==> src/tmr_consts.svh <==
`ifndef TMR_CONSTS_SVH
`define TMR_CONSTS_SVH
// Waveform modes
`define TMR_WGM_NORMAL 2'h0
`define TMR_WGM_PCPWM  2'h1
`define TMR_WGM_CTC    2'h2
`define TMR_WGM_FPWM   2'h3
// Compare output modes
`define TMR_COM_OFF    2'h0
`define TMR_COM_TOGGLE 2'h1
`define TMR_COM_CLEAR  2'h2
`define TMR_COM_SET    2'h3
// Counter extremes, clock select stop code and reset values
`define TMR_MAX        8'hff
`define TMR_BOTTOM     8'h00
`define TMR_CS_STOP    3'h0
`define TMR_CNT_RST    8'h00
`define TMR_OC_RST     1'h0
`endif

==> src/tmr_pkg.sv <==
package tmr_pkg;
    typedef logic [1:0] tmr_wgm_t;
    typedef logic [1:0] tmr_com_t;
    typedef logic [7:0] tmr_byte_t;
endpackage

==> src/tmr_tick_sel.sv <==
`timescale 1ns/1ps
`default_nettype none
`include "tmr_consts.svh"
// Picks the tick enable named by the clock select code
module tmr_tick_sel (
    input  wire logic       clk,
    input  wire logic       rst_n,
    input  wire logic       ce,
    input  wire logic [2:0] clock_select,
    input  wire logic [7:1] tick_sources,
    output logic            timer_tick
);
    typedef struct packed {
        logic tick;
    } tmr_sel_state_t;

    tmr_sel_state_t s_q;
    tmr_sel_state_t s_d;

    // Code zero chooses no source, so the counter stands still
    always_comb begin
        s_d = s_q;
        if (clock_select == `TMR_CS_STOP) begin
            s_d.tick = 1'b0;
        end else begin
            s_d.tick = tick_sources[clock_select];
        end
    end

    // Registered so the tick is a clean single-cycle enable
    always_ff @(posedge clk) begin
        if (!rst_n) begin
            s_q <= '0;
        end else if (ce) begin
            s_q <= s_d;
        end
    end

    assign timer_tick = s_q.tick;
endmodule
`default_nettype wire

==> src/tmr_core.sv <==
`timescale 1ns/1ps
`default_nettype none
`include "tmr_consts.svh"
module tmr_core
    import tmr_pkg::*;
(
    input  wire logic            clk,
    input  wire logic            rst_n,
    input  wire logic            ce,
    input  wire logic [2:0]      clock_select,
    input  wire logic [7:1]      tick_sources,
    input  wire tmr_pkg::tmr_wgm_t waveform_mode,
    input  wire tmr_pkg::tmr_com_t compare_output_mode,
    input  wire logic            count_wr,
    input  wire tmr_pkg::tmr_byte_t count_wdata,
    input  wire logic            compare_wr,
    input  wire tmr_pkg::tmr_byte_t compare_wdata,
    input  wire logic            force_compare_strobe,
    input  wire logic            compare_flag_wr_one,
    input  wire logic            overflow_flag_wr_one,
    input  wire logic            compare_irq_enable,
    input  wire logic            overflow_irq_enable,
    input  wire logic            global_irq_enable,
    input  wire logic            compare_irq_ack,
    input  wire logic            overflow_irq_ack,
    input  wire logic            port_value,
    input  wire logic            output_pin_direction,
    output tmr_pkg::tmr_byte_t   count_value,
    output tmr_pkg::tmr_byte_t   compare_value,
    output logic                 compare_flag,
    output logic                 overflow_flag,
    output logic                 compare_irq,
    output logic                 overflow_irq,
    output logic                 compare_output,
    output logic                 pin_out,
    output logic                 pin_oe
);
    import tmr_pkg::*;

    typedef struct packed {
        tmr_byte_t cnt;
        tmr_byte_t ocr;
        tmr_byte_t ocr_buf;
        logic      down;
        logic      blk;
        logic      ocf;
        logic      tov;
        logic      oc;
        logic      match_seen;
    } tmr_state_t;

    tmr_state_t s_q;
    tmr_state_t s_d;
    logic       timer_tick;
    logic       match;
    logic       pwm;
    logic       at_top;
    logic       at_bottom;

    // Tick enables come from the prescaler; code zero stops counting
    tmr_tick_sel u_tick (
        .clk          (clk),
        .rst_n        (rst_n),
        .ce           (ce),
        .clock_select (clock_select),
        .tick_sources (tick_sources),
        .timer_tick   (timer_tick)
    );

    function automatic logic is_pwm(input tmr_wgm_t m);
        is_pwm = (m == `TMR_WGM_PCPWM) || (m == `TMR_WGM_FPWM);
    endfunction

    // Mode decode and comparator
    assign pwm       = is_pwm(waveform_mode);
    assign match     = (s_q.cnt == s_q.ocr);
    assign at_top    = (s_q.cnt == `TMR_MAX);
    assign at_bottom = (s_q.cnt == `TMR_BOTTOM);

    // Counter, compare, flags and waveform next state
    always_comb begin
        s_d = s_q;
        if (timer_tick) begin
            // Matches are blocked for the tick after a counter write
            s_d.blk = 1'b0;
            unique case (waveform_mode)
                `TMR_WGM_NORMAL: begin
                    s_d.cnt = s_q.cnt + 8'h01;
                    s_d.down = 1'b0;
                end
                `TMR_WGM_CTC: begin
                    s_d.down = 1'b0;
                    if (match && !s_q.blk) begin
                        s_d.cnt = `TMR_BOTTOM;
                    end else begin
                        s_d.cnt = s_q.cnt + 8'h01;
                    end
                end
                `TMR_WGM_FPWM: begin
                    s_d.down = 1'b0;
                    s_d.cnt = s_q.cnt + 8'h01;
                end
                `TMR_WGM_PCPWM: begin
                    // Direction turns at max and at bottom
                    if (!s_q.down && at_top) begin
                        s_d.down = 1'b1;
                        s_d.cnt = s_q.cnt - 8'h01;
                    end else if (s_q.down && at_bottom) begin
                        s_d.down = 1'b0;
                        s_d.cnt = s_q.cnt + 8'h01;
                    end else if (s_q.down) begin
                        s_d.cnt = s_q.cnt - 8'h01;
                    end else begin
                        s_d.cnt = s_q.cnt + 8'h01;
                    end
                end
            endcase
            // Overflow: zero reached from max, or bottom in phase correct
            if (waveform_mode == `TMR_WGM_PCPWM) begin
                if (s_q.down && s_q.cnt == 8'h01) begin
                    s_d.tov = 1'b1;
                end
            end else if (at_top) begin
                s_d.tov = 1'b1;
            end
            // Flag rises on the tick that follows the match
            if (match && !s_q.blk) begin
                s_d.ocf = 1'b1;
            end
            s_d.match_seen = match && !s_q.blk;
            // Output action at match; mode zero leaves it alone
            if (match && !s_q.blk) begin
                unique case (compare_output_mode)
                    `TMR_COM_OFF: s_d.oc = s_q.oc;
                    `TMR_COM_TOGGLE: begin
                        if (!pwm) begin
                            s_d.oc = ~s_q.oc;
                        end
                    end
                    `TMR_COM_CLEAR: begin
                        if (waveform_mode == `TMR_WGM_PCPWM) begin
                            s_d.oc = s_q.down;
                        end else begin
                            s_d.oc = 1'b0;
                        end
                    end
                    `TMR_COM_SET: begin
                        if (waveform_mode == `TMR_WGM_PCPWM) begin
                            s_d.oc = ~s_q.down;
                        end else begin
                            s_d.oc = 1'b1;
                        end
                    end
                endcase
            end else if (waveform_mode == `TMR_WGM_FPWM && at_top) begin
                // Fast PWM restores the level as the count wraps
                if (compare_output_mode == `TMR_COM_CLEAR) begin
                    s_d.oc = 1'b1;
                end else if (compare_output_mode == `TMR_COM_SET) begin
                    s_d.oc = 1'b0;
                end
            end
            // Buffered compare loads at top (fast) or max (phase correct)
            if (pwm && at_top) begin
                s_d.ocr = s_q.ocr_buf;
            end
        end
        // Forced match moves only the output, in non-PWM modes
        if (force_compare_strobe && !pwm) begin
            unique case (compare_output_mode)
                `TMR_COM_OFF:    s_d.oc = s_q.oc;
                `TMR_COM_TOGGLE: s_d.oc = ~s_q.oc;
                `TMR_COM_CLEAR:  s_d.oc = 1'b0;
                `TMR_COM_SET:    s_d.oc = 1'b1;
            endcase
        end
        // Compare writes land in the buffer or straight in active
        if (compare_wr) begin
            s_d.ocr_buf = compare_wdata;
            if (!pwm) begin
                s_d.ocr = compare_wdata;
            end
        end
        // CPU write wins over any count; arms the match block
        if (count_wr) begin
            s_d.cnt = count_wdata;
            s_d.blk = 1'b1;
            s_d.match_seen = 1'b0;
        end
        // Clears lose to a same-cycle set, except an overflow clear of a flag already set
        if ((compare_flag_wr_one || compare_irq_ack)
            && !(timer_tick && match && !s_q.blk)) begin
            s_d.ocf = 1'b0;
        end
        if ((overflow_flag_wr_one || overflow_irq_ack)
            && !(s_d.tov && !s_q.tov)) begin
            s_d.tov = 1'b0;
        end
    end

    // All state held in one register; reset clears the output level
    always_ff @(posedge clk) begin
        if (!rst_n) begin
            s_q <= '0;
            s_q.cnt <= `TMR_CNT_RST;
            s_q.oc <= `TMR_OC_RST;
        end else if (ce) begin
            s_q <= s_d;
        end
    end

    // Outputs; compare readback shows the register the CPU targets
    assign count_value    = s_q.cnt;
    assign compare_value  = pwm ? s_q.ocr_buf : s_q.ocr;
    assign compare_flag   = s_q.ocf;
    assign overflow_flag  = s_q.tov;
    assign compare_output = s_q.oc;
    assign compare_irq    = s_q.ocf && compare_irq_enable
                            && global_irq_enable;
    assign overflow_irq   = s_q.tov && overflow_irq_enable
                            && global_irq_enable;
    // Port override while any output mode bit is set
    assign pin_out = (compare_output_mode != `TMR_COM_OFF)
                     ? s_q.oc : port_value;
    assign pin_oe  = output_pin_direction;

    a_flag_after_match: assert property (@(posedge clk) disable iff (!rst_n)
        ce && timer_tick && match && !s_q.blk |=> s_q.ocf)
        else $error("compare flag not set after match");

    a_ovf_set: assert property (@(posedge clk) disable iff (!rst_n)
        ce && timer_tick && !count_wr && waveform_mode == 2'h0 && at_top
        |=> s_q.tov)
        else $error("overflow flag not set at wrap");

    a_oc_off_hold: assert property (@(posedge clk) disable iff (!rst_n)
        ce && timer_tick && match && !s_q.blk && !force_compare_strobe
        && compare_output_mode == 2'h0 |=> $stable(s_q.oc))
        else $error("output moved with mode off");

    // No disable here: the check is about reset itself
    a_oc_reset: assert property (@(posedge clk)
        !rst_n |=> !s_q.oc)
        else $error("output register not cleared by reset");

    a_pin_port: assert property (@(posedge clk) disable iff (!rst_n)
        compare_output_mode == 2'h0 |-> pin_out == port_value)
        else $error("port value not passed through");

    a_pwm_load: assert property (@(posedge clk) disable iff (!rst_n)
        ce && timer_tick && pwm && at_top && !count_wr
        |=> s_q.ocr == $past(s_q.ocr_buf))
        else $error("buffered compare not loaded at top");

    a_irq_gating: assert property (@(posedge clk) disable iff (!rst_n)
        compare_irq == (s_q.ocf && compare_irq_enable && global_irq_enable))
        else $error("compare irq gating wrong");

    a_wr_priority: assert property (@(posedge clk) disable iff (!rst_n)
        ce && count_wr |=> s_q.cnt == $past(count_wdata))
        else $error("count write lost");

    a_stop_holds: assert property (@(posedge clk) disable iff (!rst_n)
        clock_select == 3'h0 && !count_wr ##1 !count_wr
        |=> $stable(s_q.cnt))
        else $error("counter moved while stopped");

    a_normal_wrap: assert property (@(posedge clk) disable iff (!rst_n)
        ce && timer_tick && !count_wr && waveform_mode == 2'h0
        |=> s_q.cnt == $past(s_q.cnt) + 8'h01)
        else $error("normal mode did not increment");

    a_block_match: assert property (@(posedge clk) disable iff (!rst_n)
        ce && count_wr |=> !s_q.match_seen)
        else $error("match not blocked after write");

    a_force_noflag: assert property (@(posedge clk) disable iff (!rst_n)
        ce && force_compare_strobe && !timer_tick && !s_q.ocf
        |=> !s_q.ocf)
        else $error("force strobe set the flag");

    a_flag_clear: assert property (@(posedge clk) disable iff (!rst_n)
        ce && compare_flag_wr_one && !timer_tick |=> !s_q.ocf)
        else $error("flag write one did not clear");

    a_pin_override: assert property (@(posedge clk) disable iff (!rst_n)
        compare_output_mode != 2'h0 |-> pin_out == s_q.oc)
        else $error("port not overridden");

    a_direct_ocr: assert property (@(posedge clk) disable iff (!rst_n)
        ce && compare_wr && !pwm ##1 !pwm
        |-> s_q.ocr == $past(compare_wdata))
        else $error("direct compare write lost");
endmodule
`default_nettype wire

==> config.mk <==
export PLATFORM = sky130hd
export DESIGN_NAME = tmr_core
export DESIGN_NICKNAME = d
export VERILOG_FILES = /design/src/tmr_pkg.sv /design/src/tmr_tick_sel.sv /design/src/tmr_core.sv
export VERILOG_INCLUDE_DIRS = /design/src
export SDC_FILE = /design/constraint.sdc
export NUM_CORES = 1
export LEC_CHECK = 0
export ABC_AREA = 1
export ABC_CLOCK_PERIOD_IN_PS = 1950
export BUFFER_PORTS_ARGS = -buffer_cell sky130_fd_sc_hd__buf_4
export CORE_ASPECT_RATIO = 1.75
export CORE_UTILIZATION = 45
export DETAILED_ROUTE_END_ITERATION = 16
export GPL_TIMING_DRIVEN = 1
export PLACE_DENSITY = 0.73
export SLEW_MARGIN = 20
export SYNTH_ARGS = -nofsm -noshare
export SYNTH_HDL_FRONTEND = slang
export SYNTH_SLANG_ARGS = --single-unit
==> constraint.sdc <==
create_clock -name clk -period 1.95 [get_ports clk]
set_clock_uncertainty 0.2 [all_clocks]
set_input_delay 0.2925 -clock clk [delete_from_list [all_inputs] [get_ports clk]]
set_output_delay 0.2925 -clock clk [all_outputs]
set_load 0.05 [all_outputs]
==> reports/results.env <==
POST_LAYOUT_NONFILLER_INSTANCES=582
ANT_NETS=0
DETAIL_ROUTE.FIRST_PASS.ITERATIONS=5
WORST-ENDPOINT-REQUIRED_PS=1960
SYNTH-XOR-AREA-SHARE_PCT=2.05
SYNTH_LARGEST_AREA_CELL='sky130_fd_sc_hd__dfxtp_1'
ANTENNADIODECOUNT=0
POWER_PER_CELL_AREA_nW_PER_UM2=629
MAX_FREQ_MHz=511
TOTAL_NEGATIVE_SLACK_PS=-5.86
TRITONCTS_BUFFER_COUNT=5
SYNTH-SIMPLE-AREA-SHARE_PCT=36.9
DP.CELLS=564
SYNTH_MOST_COMMON_CELL='sky130_fd_sc_hd__nand2_1'
UNREPAIRED_SETUP_ENDPOINTS_AFTER_GLOBAL_ROUTING='true'
FINAL_DESIGN_AREA_NO_FILL_SQ_UM=3570
SYNTH_FA_HA_AREA_SHARE_PCT=3.42
POSTSYNTHCELLCOUNT=420
GLOBAL_ROUTE_WIRE_LENGTH_BEFORE_REPAIR_MICRONS=12600
YOSYSSEQAREASHARE_PCT=23.4
SYNTH-WARNING-COUNT=0
SYNTH.NET_COUNT=472
CRIT_TOP_CELL='sky130_fd_sc_hd__nor2_4'
SHARE_OF_SYNTHESIZED_AREA_SPENT_ON_MULTIPLEXERS_PCT=0.781
FINALSETUPVIOLCOUNT=1
SYNTH_AREA_SQ_UM=2560
FIN_NETS=557
DETAILEDPLACEMENTHPWL_MICRONS=5920
WORST_EP_ARRIVAL_TIME_PS=1970
MAX_IR_DROP_VDD_mV=0.619
SYNTHDOMINANTCELLAREASHARE_PCT=23.4
FIRST_GLOBAL_VIAS=2806
DIE_Y_MICRONS=102
ASYNC_FLOP_SHARE_PCT=0
CRIT_TYPE='reg2reg'
POST_SYNTH.CELL_AREA_AVG_SQ_UM=6.10
WORST_HOLD_PATH_TYPE='in2reg'
SYNTH_COMPOUND_AREA_SHARE_PCT=18.0
HOLD_VIOLATIONS=0
DETAIL_ROUTE.WIRELENGTH_MICRONS=7970
CRIT_PATH_BUFFERS_INVERTERS=1
LAYOUT-AREA-OVERHEAD-VS-SYNTH_PCT=39.2
CLKLATENCYLATEPIN_PS=290
FRACTION_OF_FINAL_LAYOUT_CELLS_SIZED_BEYOND_DRIVE_STRENGTH_1_PCT=32.2
CTS.SINK_COUNT=30
DOMINANT_COMBINATIONAL_CELL_FAMILY_BY_AREA_AFTER_SYNTHESIS='simple AND/OR/NAND/NOR gates'
TIMING.FINAL.WS_SETUP_PS=-5.86
MAX_STAGE_DELAY_PS=340
GRT_START_MAX_NET_PINS=25
CRIT_SLOWEST_CELL='sky130_fd_sc_hd__dfxtp_1'
GRT.OVERFLOW.TOTAL=0
SYNTH.AREA.TOP_CELLS='sky130_fd_sc_hd__dfxtp_1 23%, sky130_fd_sc_hd__nand2_1 16%, sky130_fd_sc_hd__inv_1 8.6%, sky130_fd_sc_hd__a21oi_1 7.8%, sky130_fd_sc_hd__nand3_1 7.2%'
TIMING_WORST_SLEW_PIN_VALUE_PS=395
STD_CELL_ROWS=36
ROUTE.DETAILED.WL_PER_INST_MICRONS=13.7
START_KIND='flop'
BOUNDARYPINS=68
CTS.ROOT.BUFFER_CELL='sky130_fd_sc_hd__clkbuf_8'
DESIGN.DIE.AREA_SQ_UM=6010
CLKSLEWWORSTSETUPHOLDPATHS_PS=70
EFFECTIVE_UTILIZATION_AT_FLOORPLAN_PCT=46.3
DRCVIOLATIONCOUNT=0
BUFFER_PORTS.INSERTED=65
WORST-PATH-MAX-FANOUT=8
YOSYS-TOP-CELLS-COUNT='107 x sky130_fd_sc_hd__nand2_1, 59 x sky130_fd_sc_hd__inv_1, 40 x sky130_fd_sc_hd__a21oi_1'
COUNT_OF_FLIP_FLOPS_WITH_A_BUILT_IN_ENABLE_AFTER_SYNTHESIS=0
TOTAL_VIA_COUNT_IN_THE_ROUTED_DESIGN=2999
POSTPLACECELLAREA_SQ_UM=3230
PER_CELL_VIA_COUNT_IN_THE_ROUTED_DESIGN=5.15
TIMING.FINAL.MAX_SLEW_VIOLATIONS=0
MAX_CAP_VIOL_COUNT=0
OUTCOME='finished with violations'
VIOLATIONS='negative setup slack'
TRITONCTS='done'
POWER_LEAKAGE_nW=1.83
H-TREE-DEPTH=2
ANTENNA_FOUND_INITIAL=0
FINAL_WORST_HOLD_SLACK_PS=52.5
MIN_PERIOD_PS=1960
LAYOUT.CORE_UTILIZATION_PCT=64.4
POSTSYNTH.TOPFLOPCELL='sky130_fd_sc_hd__dfxtp_1'
MAX-CLOCK-PATH-BUFFERS=2
CRITICAL_PATH.TOP_DELAY_FAMILY='simple AND/OR/NAND/NOR gates'
DRT-INITIAL-DRC-COUNT=128
FLOORPLAN.DIE.WIDTH_MICRONS=59.1
SYNTH.DISTINCT_CELLS=37
PART_OF_THE_CYCLE_THE_WORST_PATH_NEEDS_PCT=100
TIMING.MAX_SLEW.REL_SLACK_PCT=73.6
WORST_SETUP_PATH_END_KIND='flop'
CORE_OUTLINE_AREA_SQ_UM=5540
PATH_CELLS='ha_2, nand2_4, nor2_4, nand4_4, buf_12, nor2_8, nor2_4, o22ai_2, nand3_2, a21oi_2'
GP_CONGESTION=0.914
GR-USAGE-ALL-LAYERS_PCT=27.7
YS_SEQ_ELEMENTS=30
-- through the flow --
step	worst slack, ps	power (mW)
2_1_floorplan	-158	1.16
3_3_place_gp	-0.211	1.37
3_5_place_dp	-10.8	1.38
4_1_cts	8.18	2.19
5_1_grt	-101	2.35
6_report	-5.86	2.24
-- worst paths after layout --
kind,from,end,slack [ps],cells past startpoint
setup reg to reg,count_value[0],s_q[15],-6,10
setup / recovery,count_value[0],s_q[15],-6,10
hold reg to reg,s_q[14],s_q[14],260,2
hold / removal,compare_wdata[2],s_q[8],50,3
-- per-layer routing --
metal / part of all wire, % / track usage, % / wire length [microns]
met5: 0 / 0 / 0
met4: 4.6 / 19.0 / 368
met3: 3.0 / 3.92 / 237
met2: 56 / 51.0 / 4440
met1: 37 / 27.8 / 2930
-- placed cells by master, fill, tap and decap left out, types with 2 or more instances in the layout --
master                      Yosys  final
sky130_fd_sc_hd__mux2i_1        2      2
sky130_fd_sc_hd__nand3_1       37     35
sky130_fd_sc_hd__buf_4         10     95
sky130_fd_sc_hd__clkbuf_8       0      6
sky130_fd_sc_hd__nand2_4        1      3
sky130_fd_sc_hd__dfxtp_2        0      3
sky130_fd_sc_hd__o211ai_1       2      2
sky130_fd_sc_hd__a21oi_1       40     32
sky130_fd_sc_hd__o21ai_1        2      3
sky130_fd_sc_hd__buf_6          2      2
sky130_fd_sc_hd__a21oi_2        2      9
sky130_fd_sc_hd__nand2_1      107    105
sky130_fd_sc_hd__dfxtp_1       30     27
sky130_fd_sc_hd__nor2_8         2      2
sky130_fd_sc_hd__o22ai_2        0      5
sky130_fd_sc_hd__ha_1           7      3
sky130_fd_sc_hd__xor2_1         5      5
sky130_fd_sc_hd__nand3b_1       2      2
sky130_fd_sc_hd__ha_2           0      4
sky130_fd_sc_hd__o21ai_0       29     28
sky130_fd_sc_hd__inv_2          6      8
sky130_fd_sc_hd__bufinv_16      0      2
sky130_fd_sc_hd__inv_1         59     56
sky130_fd_sc_hd__nor2_2         1      4
sky130_fd_sc_hd__nor2_1        28     25
sky130_fd_sc_hd__clkinv_1       3      3
sky130_fd_sc_hd__nand3_2        2      3
sky130_fd_sc_hd__nand4_1        7      7
sky130_fd_sc_hd__nand2_2        3      3
sky130_fd_sc_hd__o22ai_1        8      3
sky130_fd_sc_hd__buf_12         0      2
sky130_fd_sc_hd__nor2_4         5      5
-- report_power, final --
part           total, mW  switching, mW  internal (mW)  leakage, nW
combinational      0.753          0.461          0.292         1.51
sequential         0.679         0.0314          0.648        0.247
clock              0.813          0.267          0.545       0.0714
-- flip-flops by register name, indices dropped and copies added, names as in the netlist --
name,count
compare_flag,1
compare_output,1
count_value,8
overflow_flag,1
s_q,18
u_tick.timer_tick,1
-- tightest hold or removal path: cells and delay by family --
kind | cells | cell delay [ps]
compound gates | 1 | 100
buf+inv | 2 | 120
-- cell type report --
| class | instances | area, sq um |
|---|---|---|
| well taps | 76 | 95.1 |
| clock buffers | 6 | 82.6 |
| flip-flops and latches | 30 | 604 |
| multi-input cells | 300 | 1690 |
| fillers | 529 | 1970 |
| clock inverters | 2 | 60.1 |
| inverters | 69 | 264 |
| repair buffers | 99 | 776 |
-- what timing repair did --
action                     CTS  global route
setup endpoints to repair    3            24
resized for setup            4            29
hold buffers                 0             0
buffers inserted             4             6
pin swaps                    1            11
-- cell families after synthesis --
logic type	after synthesis
AOI/OAI and AO/OA	86
adders and majority gates	7
and+or+nand+nor	199
buffers and inverters	90
xor gates and xnor gates	6
DFF	30
muxes	2
(Power assumes the default switching activity.)
